## src/laser_seq_regs.vh

```
// constants for the laser status and fault sequencer
`ifndef LASER_SEQ_REGS_VH
`define LASER_SEQ_REGS_VH

// register byte offsets
`define REG_CTRL 4'h0
`define REG_STATUS 4'h4
`define REG_FAULT 4'h8

// control register fields
`define CTRL_OEM_BIT 0
`define CTRL_PULSED_BIT 1
`define CTRL_RESET 2'h0

// status register fields
`define ST_READY_BIT 0
`define ST_SHUTTER_BIT 1
`define ST_INTLK_BIT 2
`define ST_TEMP_BIT 3
`define ST_LASE_BIT 4
`define ST_RF_BIT 5
`define ST_TICKLE_BIT 6
`define ST_PERMIT_BIT 7

// fault register fields
`define FL_CODE_LSB 0
`define FL_TEMP_BIT 3
`define FL_NOSTRIKE_BIT 4
`define FL_FREQ_BIT 5
`define FL_DUTY_BIT 6

// blink codes
`define CODE_NONE 3'h0
`define CODE_UNDER_V 3'h1
`define CODE_OVER_V 3'h2
`define CODE_RF_SW 3'h3
`define CODE_PWM_DRV 3'h4

// timing
`define CLK_HZ 125000000
`define CLK_MHZ 125
`define TICK_S 1
`define START_DELAY_S 4'h5
`define PAUSE_S 4'h4
`define FREQ_LIMIT_KHZ 100
`define FREQ_LIMIT_CYC (`CLK_MHZ * 1000 / `FREQ_LIMIT_KHZ)
`define PW_LIMIT_US 500
`define PW_LIMIT_CYC (`PW_LIMIT_US * `CLK_MHZ)
`define MIN_LASE_CYC 20'h00002
`define NOSTRIKE_DUTY_DIV 5'h14
`define MEAS_MAX 20'hFFFFF

`endif

```

## src/sync2.v

```verilog
// two-flop synchroniser for a group of asynchronous levels
module sync2 #(
    parameter W = 1
) (
    // clock and reset
    input wire ref_clk,
    input wire arst_n,
    // data
    input wire [W-1:0] d,
    output reg [W-1:0] q
);
    reg [W-1:0] meta_r;

    always @(posedge ref_clk or negedge arst_n) begin
        if (!arst_n) begin
            meta_r <= {W{1'b0}};
            q <= {W{1'b0}};
        end else begin
            meta_r <= d;
            q <= meta_r;
        end
    end
endmodule // sync2

```

## src/laser_status_fault_sequencer.v

```verilog
// laser status lamps, enable sequencing, fault blink codes and avalon registers
//
// The implementer's own choices: register access over Avalon-MM and the register addresses.
`include "laser_seq_regs.vh"

module laser_status_fault_sequencer #(
    parameter [26:0] SEC_CYCLES = `CLK_HZ * `TICK_S,
    parameter [19:0] PW_LIMIT_CYCLES = `PW_LIMIT_CYC
) (
    // clock and reset
    input wire ref_clk,
    input wire arst_n,
    // avalon-mm slave
    input wire [3:0] address,
    input wire read,
    input wire write,
    input wire [31:0] writedata,
    input wire [3:0] byteenable,
    output reg [31:0] readdata,
    output reg waitrequest,
    // user inputs
    input wire interlock_in,
    input wire keyswitch_on,
    input wire reset_start_req,
    input wire shutter_req,
    input wire shutter_switch_open,
    input wire pwm_cmd,
    // sensed conditions
    input wire temp_ok_in,
    input wire under_voltage,
    input wire over_voltage,
    input wire rf_switch_fault,
    input wire pwm_drive_fault,
    input wire strike_ok,
    // lamps
    output reg interlock_lamp,
    output reg temperature_ok_lamp,
    output reg ready_lamp,
    output reg shutter_lamp,
    output reg lase_lamp,
    // user outputs, high means closed
    output reg out_interlock_open,
    output reg out_fault_detected,
    output reg out_laser_ready,
    output reg out_shutter_open,
    output reg out_lase_active,
    // drive
    output reg rf_power_en,
    output reg tickle_en,
    output reg rf_pwm_out
);
    localparam [3:0] BL_IDLE = 4'h1;
    localparam [3:0] BL_ON = 4'h2;
    localparam [3:0] BL_OFF = 4'h4;
    localparam [3:0] BL_PAUSE = 4'h8;
    localparam [19:0] FREQ_LIM_CYCLES = `FREQ_LIMIT_CYC;

    function [19:0] sat_inc;
        input [19:0] v;
        begin
            sat_inc = (v == `MEAS_MAX) ? v : v + 20'h00001;
        end
    endfunction

    wire [11:0] raw_in = {interlock_in, keyswitch_on, reset_start_req, shutter_req,
        shutter_switch_open, pwm_cmd, temp_ok_in, under_voltage, over_voltage,
        rf_switch_fault, pwm_drive_fault, strike_ok};
    wire [11:0] s_in;

    sync2 #(.W(12)) u_sync (
        .ref_clk(ref_clk),
        .arst_n(arst_n),
        .d(raw_in),
        .q(s_in)
    );

    wire int_ok = s_in[11];
    wire key_s = s_in[10];
    wire rst_req_s = s_in[9];
    wire sh_req_s = s_in[8];
    wire sh_sw_s = s_in[7];
    wire pwm_s = s_in[6];
    wire temp_s = s_in[5];
    wire strike_s = s_in[0];

    reg [1:0] ctrl_r;
    wire oem = ctrl_r[`CTRL_OEM_BIT];
    wire pulsed = ctrl_r[`CTRL_PULSED_BIT];

    reg key_d_r, rst_req_d_r, pwm_d_r, ready_d_r, shut_d_r;
    reg ready_r, temp_fault_r;
    reg [2:0] code_r;
    reg [3:0] hold_cnt_r;
    reg [26:0] hold_pre_r;
    reg [19:0] high_cnt_r, period_cnt_r, last_period_r, last_high_r;
    reg freq_lim_r, duty_lim_r;
    reg [3:0] bl_state_r;
    reg [26:0] bl_pre_r;
    reg [2:0] bl_cnt_r;
    reg [3:0] pause_cnt_r;
    reg flash_r;
    reg [26:0] fl_pre_r;

    // synchroniser outputs hold reset values for two edges; ignore them until then
    reg [1:0] settle_r;
    wire settled = settle_r[1];

    always @(posedge ref_clk or negedge arst_n) begin
        if (!arst_n) begin
            settle_r <= 2'h0;
        end else if (!settled) begin
            settle_r <= settle_r + 2'h1;
        end
    end

    // temperature fault latches until power cycle
    always @(posedge ref_clk or negedge arst_n) begin
        if (!arst_n) begin
            temp_fault_r <= 1'b0;
        end else if (settled && !temp_s) begin
            temp_fault_r <= 1'b1;
        end
    end

    // first coded fault latched; later faults do not replace it
    always @(posedge ref_clk or negedge arst_n) begin
        if (!arst_n) begin
            code_r <= `CODE_NONE;
        end else if (code_r == `CODE_NONE) begin
            if (s_in[4]) begin
                code_r <= `CODE_UNDER_V;
            end else if (s_in[3]) begin
                code_r <= `CODE_OVER_V;
            end else if (s_in[2]) begin
                code_r <= `CODE_RF_SW;
            end else if (s_in[1]) begin
                code_r <= `CODE_PWM_DRV;
            end
        end
    end

    wire good = int_ok && !temp_fault_r && (code_r == `CODE_NONE);
    wire arm = (key_s && !key_d_r) || (key_s && rst_req_s && !rst_req_d_r);
    wire shutter_on = sh_req_s && (oem || sh_sw_s);
    wire enabled = ready_r && shutter_on && good;

    // ready function
    always @(posedge ref_clk or negedge arst_n) begin
        if (!arst_n) begin
            ready_r <= 1'b0;
            key_d_r <= 1'b1;
            rst_req_d_r <= 1'b1;
        end else begin
            // key held on through power-up is no off-to-on cycle
            key_d_r <= settled ? key_s : 1'b1;
            rst_req_d_r <= settled ? rst_req_s : 1'b1;
            if (oem) begin
                ready_r <= good;
            end else if (!good || !key_s) begin
                ready_r <= 1'b0;
            end else if (arm) begin
                ready_r <= 1'b1;
            end
        end
    end

    // start-up hold in seconds, restarted on each qualifying entry
    wire hold_load = !oem && ((ready_r && !ready_d_r) || (enabled && !shut_d_r));
    wire hold_tick = (hold_pre_r == SEC_CYCLES - 27'h1);

    always @(posedge ref_clk or negedge arst_n) begin
        if (!arst_n) begin
            ready_d_r <= 1'b0;
            shut_d_r <= 1'b0;
            hold_cnt_r <= 4'h0;
            hold_pre_r <= 27'h0;
        end else begin
            ready_d_r <= ready_r;
            shut_d_r <= enabled;
            if (!ready_r || oem) begin
                hold_cnt_r <= 4'h0;
                hold_pre_r <= 27'h0;
            end else if (hold_load) begin
                hold_cnt_r <= `START_DELAY_S;
                hold_pre_r <= 27'h0;
            end else if (hold_cnt_r != 4'h0) begin
                hold_pre_r <= hold_tick ? 27'h0 : hold_pre_r + 27'h1;
                if (hold_tick) begin
                    hold_cnt_r <= hold_cnt_r - 4'h1;
                end
            end
        end
    end

    wire permit = enabled && (hold_cnt_r == 4'h0);

    // command pulse measurement
    always @(posedge ref_clk or negedge arst_n) begin
        if (!arst_n) begin
            pwm_d_r <= 1'b0;
            high_cnt_r <= 20'h0;
            period_cnt_r <= 20'h0;
            last_period_r <= `MEAS_MAX;
            last_high_r <= 20'h0;
            freq_lim_r <= 1'b0;
            duty_lim_r <= 1'b0;
        end else begin
            pwm_d_r <= pwm_s;
            if (pwm_s && !pwm_d_r) begin
                last_period_r <= period_cnt_r;
                last_high_r <= high_cnt_r;
                period_cnt_r <= 20'h1;
                high_cnt_r <= 20'h1;
                freq_lim_r <= pulsed && (period_cnt_r <= FREQ_LIM_CYCLES);
                duty_lim_r <= pulsed && (({high_cnt_r, 1'b0} >= {1'b0, period_cnt_r}) ||
                    (high_cnt_r >= PW_LIMIT_CYCLES));
            end else begin
                period_cnt_r <= sat_inc(period_cnt_r);
                high_cnt_r <= pwm_s ? sat_inc(high_cnt_r) : high_cnt_r;
                if (period_cnt_r > FREQ_LIM_CYCLES) begin
                    freq_lim_r <= 1'b0;
                end
                if (pwm_s && pulsed && high_cnt_r >= PW_LIMIT_CYCLES) begin
                    duty_lim_r <= 1'b1;
                end
            end
        end
    end

    wire [24:0] high_x20 = high_cnt_r * `NOSTRIKE_DUTY_DIV;
    wire duty_ok = !(!strike_s && high_x20 >= {5'h0, last_period_r});
    wire lasing = permit && pwm_s && high_cnt_r >= `MIN_LASE_CYC && duty_ok;

    // coded blink sequencer
    wire bl_tick = (bl_pre_r == SEC_CYCLES - 27'h1);

    always @(posedge ref_clk or negedge arst_n) begin
        if (!arst_n) begin
            bl_state_r <= BL_IDLE;
            bl_pre_r <= 27'h0;
            bl_cnt_r <= 3'h0;
            pause_cnt_r <= 4'h0;
        end else begin
            bl_pre_r <= (bl_tick || bl_state_r == BL_IDLE) ? 27'h0 : bl_pre_r + 27'h1;
            case (bl_state_r)
                BL_IDLE: begin
                    if (code_r != `CODE_NONE) begin
                        bl_state_r <= BL_ON;
                        bl_cnt_r <= 3'h1;
                    end
                end
                BL_ON: begin
                    if (bl_tick) begin
                        bl_state_r <= BL_OFF;
                    end
                end
                BL_OFF: begin
                    if (bl_tick) begin
                        if (bl_cnt_r == code_r) begin
                            bl_state_r <= BL_PAUSE;
                            pause_cnt_r <= `PAUSE_S;
                        end else begin
                            bl_state_r <= BL_ON;
                            bl_cnt_r <= bl_cnt_r + 3'h1;
                        end
                    end
                end
                BL_PAUSE: begin
                    if (bl_tick) begin
                        pause_cnt_r <= pause_cnt_r - 4'h1;
                        if (pause_cnt_r == 4'h1) begin
                            bl_state_r <= BL_ON;
                            bl_cnt_r <= 3'h1;
                        end
                    end
                end
                default: begin
                    bl_state_r <= BL_IDLE;
                end
            endcase
        end
    end

    // no-strike flasher, restarted when the condition appears
    always @(posedge ref_clk or negedge arst_n) begin
        if (!arst_n) begin
            fl_pre_r <= 27'h0;
            flash_r <= 1'b0;
        end else if (strike_s) begin
            fl_pre_r <= 27'h0;
            flash_r <= 1'b1;
        end else if (fl_pre_r == SEC_CYCLES - 27'h1) begin
            fl_pre_r <= 27'h0;
            flash_r <= !flash_r;
        end else begin
            fl_pre_r <= fl_pre_r + 27'h1;
        end
    end

    // lamps, user outputs and drive, all registered
    always @(posedge ref_clk or negedge arst_n) begin
        if (!arst_n) begin
            interlock_lamp <= 1'b0;
            temperature_ok_lamp <= 1'b0;
            ready_lamp <= 1'b0;
            shutter_lamp <= 1'b0;
            lase_lamp <= 1'b0;
            out_interlock_open <= 1'b0;
            out_fault_detected <= 1'b0;
            out_laser_ready <= 1'b0;
            out_shutter_open <= 1'b0;
            out_lase_active <= 1'b0;
            rf_power_en <= 1'b0;
            tickle_en <= 1'b0;
            rf_pwm_out <= 1'b0;
        end else begin
            interlock_lamp <= int_ok;
            temperature_ok_lamp <= !temp_fault_r;
            ready_lamp <= (code_r != `CODE_NONE) ? (bl_state_r == BL_ON) : ready_r;
            shutter_lamp <= strike_s ? shutter_on : (shutter_on && flash_r);
            lase_lamp <= lasing;
            out_interlock_open <= !int_ok;
            out_fault_detected <= temp_fault_r || !strike_s || freq_lim_r || duty_lim_r ||
                (!oem && sh_req_s && !sh_sw_s);
            out_laser_ready <= ready_r;
            out_shutter_open <= shutter_on;
            out_lase_active <= lasing;
            rf_power_en <= enabled;
            tickle_en <= enabled && !permit;
            rf_pwm_out <= lasing;
        end
    end

    // avalon slave: one wait cycle, then one cycle with waitrequest low
    always @(posedge ref_clk or negedge arst_n) begin
        if (!arst_n) begin
            waitrequest <= 1'b1;
            readdata <= 32'h0;
            ctrl_r <= `CTRL_RESET;
        end else begin
            waitrequest <= !((read || write) && waitrequest);
            if (read && waitrequest) begin
                case (address)
                    `REG_CTRL: readdata <= {30'h0, ctrl_r};
                    `REG_STATUS: readdata <= {24'h0, permit, tickle_en, rf_power_en, lase_lamp,
                        !temp_fault_r, int_ok, shutter_on, ready_r};
                    `REG_FAULT: readdata <= {25'h0, duty_lim_r, freq_lim_r, !strike_s,
                        temp_fault_r, code_r};
                    default: readdata <= 32'h0;
                endcase
            end
            if (write && !waitrequest && address == `REG_CTRL && byteenable[0]) begin
                ctrl_r <= writedata[1:0];
            end
        end
    end
endmodule // laser_status_fault_sequencer

```

## config.mk

```make
export PLATFORM = sky130hd
export DESIGN_NAME = laser_status_fault_sequencer
export DESIGN_NICKNAME = d
export VERILOG_FILES = /design/src/sync2.v /design/src/laser_status_fault_sequencer.v
export VERILOG_INCLUDE_DIRS = /design/src
export SDC_FILE = /design/constraint.sdc
export NUM_CORES = 1
export LEC_CHECK = 0
export BUFFER_PORTS_ARGS = -buffer_cell sky130_fd_sc_hd__buf_2
export CAP_MARGIN = 15
export CORE_ASPECT_RATIO = 0.6
export CORE_MARGIN = 2
export CORE_UTILIZATION = 50
export DETAILED_ROUTE_END_ITERATION = 10
export GPL_ROUTABILITY_DRIVEN = 1
export GPL_TIMING_DRIVEN = 1
export PLACE_DENSITY = 0.65
export SYNTH_ARGS = -nofsm -noshare
export SYNTH_HDL_FRONTEND = slang
export SYNTH_SLANG_ARGS = --single-unit
```

## constraint.sdc

```tcl
create_clock -name ref_clk -period 6.6 [get_ports ref_clk]
set_input_delay 0.66 -clock ref_clk [delete_from_list [all_inputs] [get_ports ref_clk]]
set_output_delay 0.66 -clock ref_clk [all_outputs]
set_load 0.01 [all_outputs]
```

[After elaboration in Yosys (flattened, before gate mapping)]
Index checks and enable logic that the tools add are counted.
Word-level totals
  flip-flop bits (word level): 239
  input port bits: 56
  output and inout bits: 46
  word-level logic and storage cells: 210
Operators by class
  add/sub/neg operators: 9
  reduce and logical (&&, ||, !) cells: 83
  eq/ne operators: 22
  multipliers: 1
  $lt $le $gt $ge: 6
  mux-type cells: 52
Operator list (number)
  $mux W27: 7
  $mux W20: 5
  $add A27 B1 Y27 const B: 3
  $eq A27 B27 Y1 const B: 3
  $mux W4: 13
  $add A20 B1 Y20 const B: 2
  $eq A20 B20 Y1 const B: 2
  $logic_and A1 B1 Y1: 31
  $mux W3: 9
  $ge A25 B20 Y1: 1
  $pmux W8 S3: 1
  $mul A20 B3 Y23 const B: 1
  $ge A21 B20 Y1: 1
  $ge A20 B16 Y1 const B: 1
  $ge A20 B2 Y1 const B: 1
  $gt A20 B11 Y1 const B: 1
  $le A20 B11 Y1 const B: 1
  $logic_not A1 Y1: 19
  $ne A2 B2 Y1 const B: 8
  $pmux W4 S4: 1
  $reduce_bool A3 Y1: 5
  $mux W1: 13
  $logic_or A1 B1 Y1: 12
  $reduce_bool A2 Y1: 5
  19 further kinds: 27

[Depth between registers and ports, before layout]
  depth in word-level cells: 9
  gate-level depth with buffers: 18
  gate-level depth less buffers: 18

[Cells and area by module]
From an unflattened synthesis, not the netlist that was laid out.
Unflattened totals
  cell total of the unflattened synthesis: 1248
  area total of the unflattened synthesis: 11885.1 µm²
Modules (own cells, without submodules)
  laser_status_fault_sequencer: instances 1, cells each 1224, area an instance 11284.6 µm², sequential area each 4809.6 µm²
  sync2: instances 1, cells each 24, area an instance 600.6 µm², sequential area each 600.6 µm²

[Worst setup path after synthesis]
Ideal clock, no wire load.
  path type: register to register
  from: register high_cnt_r[6]
  to: register rf_pwm_out
  data required time: 6490 ps
  path slack: 2844 ps
  buffers on the path: 0
  cell stages (with the launch flop): 17
  data arrival time: 3645 ps
  clock period less this slack: 3756 ps
  setup time: 110 ps
  cell sequence: dfrtp_1 ha_1 ha_1 or3_1 or2_2 o22ai_1 o221a_2 inv_1 a21oi_1 xnor2_1 ha_1 inv_1 o221ai_1 a31oi_1 o41ai_1 a2111o_1 o41ai_1
On the way
  longest elaborated chain between the ends: 5
  elaborated cells between the ends (all ways): 7
  those cells by class: 1 x mul; 2 x order compare; 4 x reduce/logical
RTL lines
  start, declared: RTL line laser_status_fault_sequencer.v:95  | reg [19:0] high_cnt_r, period_cnt_r, last_period_r, last_high_r;
  start signal, assigned: RTL line laser_status_fault_sequencer.v:219  | high_cnt_r <= pwm_s ? sat_inc(high_cnt_r) : high_cnt_r;
  $mul A20 B3 Y23 (no source line)
  $ge A25 B20 Y1: RTL line laser_status_fault_sequencer.v:231  | wire duty_ok = !(!strike_s && high_x20 >= {5'h0, last_period_r});
  $logic_and A1 B1 Y1: RTL line laser_status_fault_sequencer.v:231
  $logic_not A1 Y1: RTL line laser_status_fault_sequencer.v:231
  $logic_and A1 B1 Y1 (*): RTL line laser_status_fault_sequencer.v:232  | wire lasing = permit && pwm_s && high_cnt_r >= `MIN_LASE_CYC && duty_ok;
  net lasing: RTL line laser_status_fault_sequencer.v:232
  end signal, assigned: RTL line laser_status_fault_sequencer.v:330  | rf_pwm_out <= lasing;
  end, declared: RTL line laser_status_fault_sequencer.v:50  | output reg rf_pwm_out
The timed path passes the listed nets; every way through them passes the cells marked *.
A chain may end at the register's enable or synchronous reset.

[Worst setup path after layout]
  from: register high_cnt_r[5]
  to: register rf_pwm_out
Same word-level chain as after synthesis.

==> results.sh <==
export IMPL_outcome="finished clean"
export IMPL_crit_arrival_ps=4810
export IMPL_h_tree_depth=1
export IMPL_fin_cells=1616
export IMPL_worstSetupEndpointType="register"
export IMPL_hold_buffers=0
export IMPL_synth_edf_count=0
export IMPL_period_minus_slack_ps=4413
export IMPL_drv_slew=0
export IMPL_post_route_util=0.5621
export IMPL_clock_path_buffers=3
export IMPL_max_cap_violations=0
export IMPL_syn_cell_area_sq_um=11840
export IMPL_antenna_found_initial=0
export IMPL_crit_required_ps=6990
export IMPL_p_comb_frac=0.120
export IMPL_firstDrtPassIters=7
export IMPL_netlist_instances=1243
export IMPL_drc_errors=0
export IMPL_setup_viol=0
export IMPL_totalWireLength_mm=26.87
export IMPL_path_class="reg -> reg"
export IMPL_clock_sinks=215
export IMPL_ys_seq_area_frac=0.4568
export IMPL_io_pins=102
export IMPL_setup_worst_path_start_class="register"
export IMPL_fillers=2062
export IMPL_dp_slack_ps=2221
export IMPL_start_util=0.5108
export IMPL_stdcell_area_sq_um=13030
export IMPL_grt_pass1_wl_mm=43.17
export IMPL_finalNetCount=1427
export IMPL_dp_cells=1576
export IMPL_dp_hpwl_mm=19.48
export IMPL_cts_tree="done"
export IMPL_ctsResizeCount=0
export IMPL_slew_headroom=0.2694
export IMPL_leakage_nw=6.097
export IMPL_antenna_cells=0
export IMPL_layout_commonest_cell="dfrtp_1"
export IMPL_holdWs_ps=120.7
export IMPL_power_mw=3.152
export IMPL_area_growth_pct=10.05
export IMPL_tightest_slew_ps=1086
export IMPL_peakVddDrop_mv=0.1992
export IMPL_finalHoldViolCount=0
export IMPL_swShare=0.2698
export IMPL_rsz0062_at_grt="no"
export IMPL_clock_latency_ps=520
export IMPL_grt_max_degree=85
export IMPL_syn_area_per_cell_sq_um=9.528
export IMPL_final_cell_mix="dfrtp_1 (191), nor2_1 (151), nand2_1 (127)"
export IMPL_grt_usage=0.2174
export IMPL_gp_congestion=0.8489
export IMPL_yosys_cell_types_count=74
export IMPL_overflow=0
export IMPL_async_flop_share=1.000
export IMPL_avgRoutedWirePerCell_um=16.63
export IMPL_ant_nets=0
export IMPL_grt_pass1_vias=7895
export IMPL_clk_pin_slew_worst_paths_ps=70
export IMPL_drive_gt1_frac=0.09992
export IMPL_drt_iter0_drc=721
export IMPL_pwr_share_clk=0.413
export IMPL_ys_ff_latch=215
export IMPL_port_buffers=44
export IMPL_fin_skew_ps=16.83
export IMPL_tns_ps=0
export IMPL_rows=43
export IMPL_vias=8781
export IMPL_crit_fanout=7
export IMPL_root_buffer="clkbuf_16"
export IMPL_vias_per_cell=5.434
export IMPL_placed_area_sq_um=12290
export IMPL_die_w_um=202.7
export IMPL_hold_path_class="in -> async"
export IMPL_yosysWarnings=0
export IMPL_post_cts_buffers=0
export IMPL_max_freq_ghz=0.2266
export IMPL_worst_slack_ps=2187
export IMPL_netSwitchingPower_uw=850.2
export IMPL_synthFlopType="dfrtp_1"
export IMPL_fp_coreArea_sq_um=23190
export IMPL_p_per_area_nw_per_um2=241.8
export IMPL_p_int_mw=2.302
export IMPL_chipHeight_um=123.2
export IMPL_die_area_sq_um=24980
export IMPL_cts_buffers=22
export IMPL_finalCritPeriodShare=0.6686
export IMPL_sequentialPowerShare=0.466
## kinds of logic after synthesis
| family | Yosys count | share of synthesized area |
|---|---|---|
| flip-flops | 215 | 0.4568 |
| other | 1 | 0.0003166 |
| AO/OA/AOI/OAI | 192 | 0.1012 |
| multiplexers | 6 | 0.005493 |
| AND/OR/NAND/NOR | 508 | 0.2138 |
| XOR/XNOR | 113 | 0.08356 |
| adder cells (fa/ha/maj) | 86 | 0.09149 |
| buffers and inverters | 122 | 0.04733 |
## critical path: stages (launching register included)
cell	delay, ps
dfrtp_1	490
ha_1	340
ha_1	240
or3_1	420
or2_2	290
o22ai_1	330
o221a_2	310
inv_1	40
a21oi_1	160
xnor2_1	140
ha_1	260
inv_1	60
o221ai_1	90
a31oi_1	230
o41ai_1	140
a2111o_1	440
o41ai_1	320
## registers in the layout (all words and copies together) (netlist names), 2 cells and up
register	flops
period_cnt_r	20
code_r	3
u_sync.meta_r	12
bl_cnt_r	3
ctrl_r	2
u_sync.q	12
last_period_r	20
pause_cnt_r	4
high_cnt_r	20
readdata	8
bl_state_r	4
hold_pre_r	27
bl_pre_r	27
fl_pre_r	27
hold_cnt_r	4
settle_r	2
## routing by layer
layer  up-vias  share of wire  global-route usage
met5         -              0                   0
met4         0          0.011             0.03650
met3        22          0.064             0.04744
met2       226           0.37              0.2710
met1      4201           0.55              0.3715
li1       4332              -                   -
## cell usage after synthesis, types with 3 or more instances
cell,n,share of area
a22oi_1,6,0.0038
or2_2,7,0.0037
and2_1,9,0.0048
nor4_1,15,0.0079
ha_1,85,0.090
o211ai_1,3,0.0019
a21oi_1,35,0.015
inv_1,70,0.022
or3_1,9,0.0048
a211oi_1,6,0.0038
nor4bb_1,3,0.0025
nand3_1,44,0.019
a21o_1,15,0.0095
nand2_1,127,0.040
nor2b_1,12,0.0063
dfstp_2,24,0.053
buf_2,4,0.0017
o21ai_0,75,0.032
nor3_1,23,0.0097
buf_4,26,0.016
and3_1,21,0.011
nand2b_1,12,0.0063
a31oi_1,4,0.0021
xor2_1,60,0.044
xnor2_1,53,0.039
and4_1,12,0.0089
nor2_1,151,0.048
mux2_2,4,0.0038
nand3b_1,6,0.0038
o21a_1,13,0.0082
dfrtp_1,191,0.40
o22ai_1,3,0.0016
nand4_1,37,0.020
clkbuf_1,21,0.0067
o41ai_1,4,0.0030
o31ai_1,6,0.0038
## power by group through the flow
stage	clock, mW	combinational [mW]	sequential (mW)
5_1_grt	1.39	0.435	1.48
4_1_cts	1.33	0.379	1.47
3_3_place_gp	0	0.365	1.49
6_report	1.30	0.379	1.47
3_5_place_dp	0	0.374	1.49
2_1_floorplan	0	0.277	1.46
## path summary, 6_finish.rpt
check                      slack (ps)  cells after the start                       start                          to
hold / removal                    120                      1                      arst_n        rf_pwm_out$_DFF_PN0_
setup reg to reg                 2190                     16   high_cnt_r[5]$_DFFE_PN0P_        rf_pwm_out$_DFF_PN0_
min in group ref_clk              240                      1                     pwm_cmd  u_sync.meta_r[6]$_DFF_PN0_
setup / recovery                 2190                     16   high_cnt_r[5]$_DFFE_PN0P_        rf_pwm_out$_DFF_PN0_
hold reg to reg                   350                      0  u_sync.meta_r[3]$_DFF_PN0_       u_sync.q[3]$_DFF_PN0_
max in group asynchronous        5070                      2                      arst_n      fl_pre_r[21]$_DFF_PN0_
## layout make-up
type | instances | area, sq um | area share
clock buffer | 29 | 608.1 | 0.04665
clock inverter | 11 | 138.9 | 0.01066
inverter | 70 | 262.8 | 0.02016
multi-input combinational | 929 | 5967 | 0.4578
sequential | 215 | 5410 | 0.4151
tap | 315 | 394.1 | 0.03024
timing repair buffer | 47 | 252.7 | 0.01939
(Power assumes the default switching activity.)
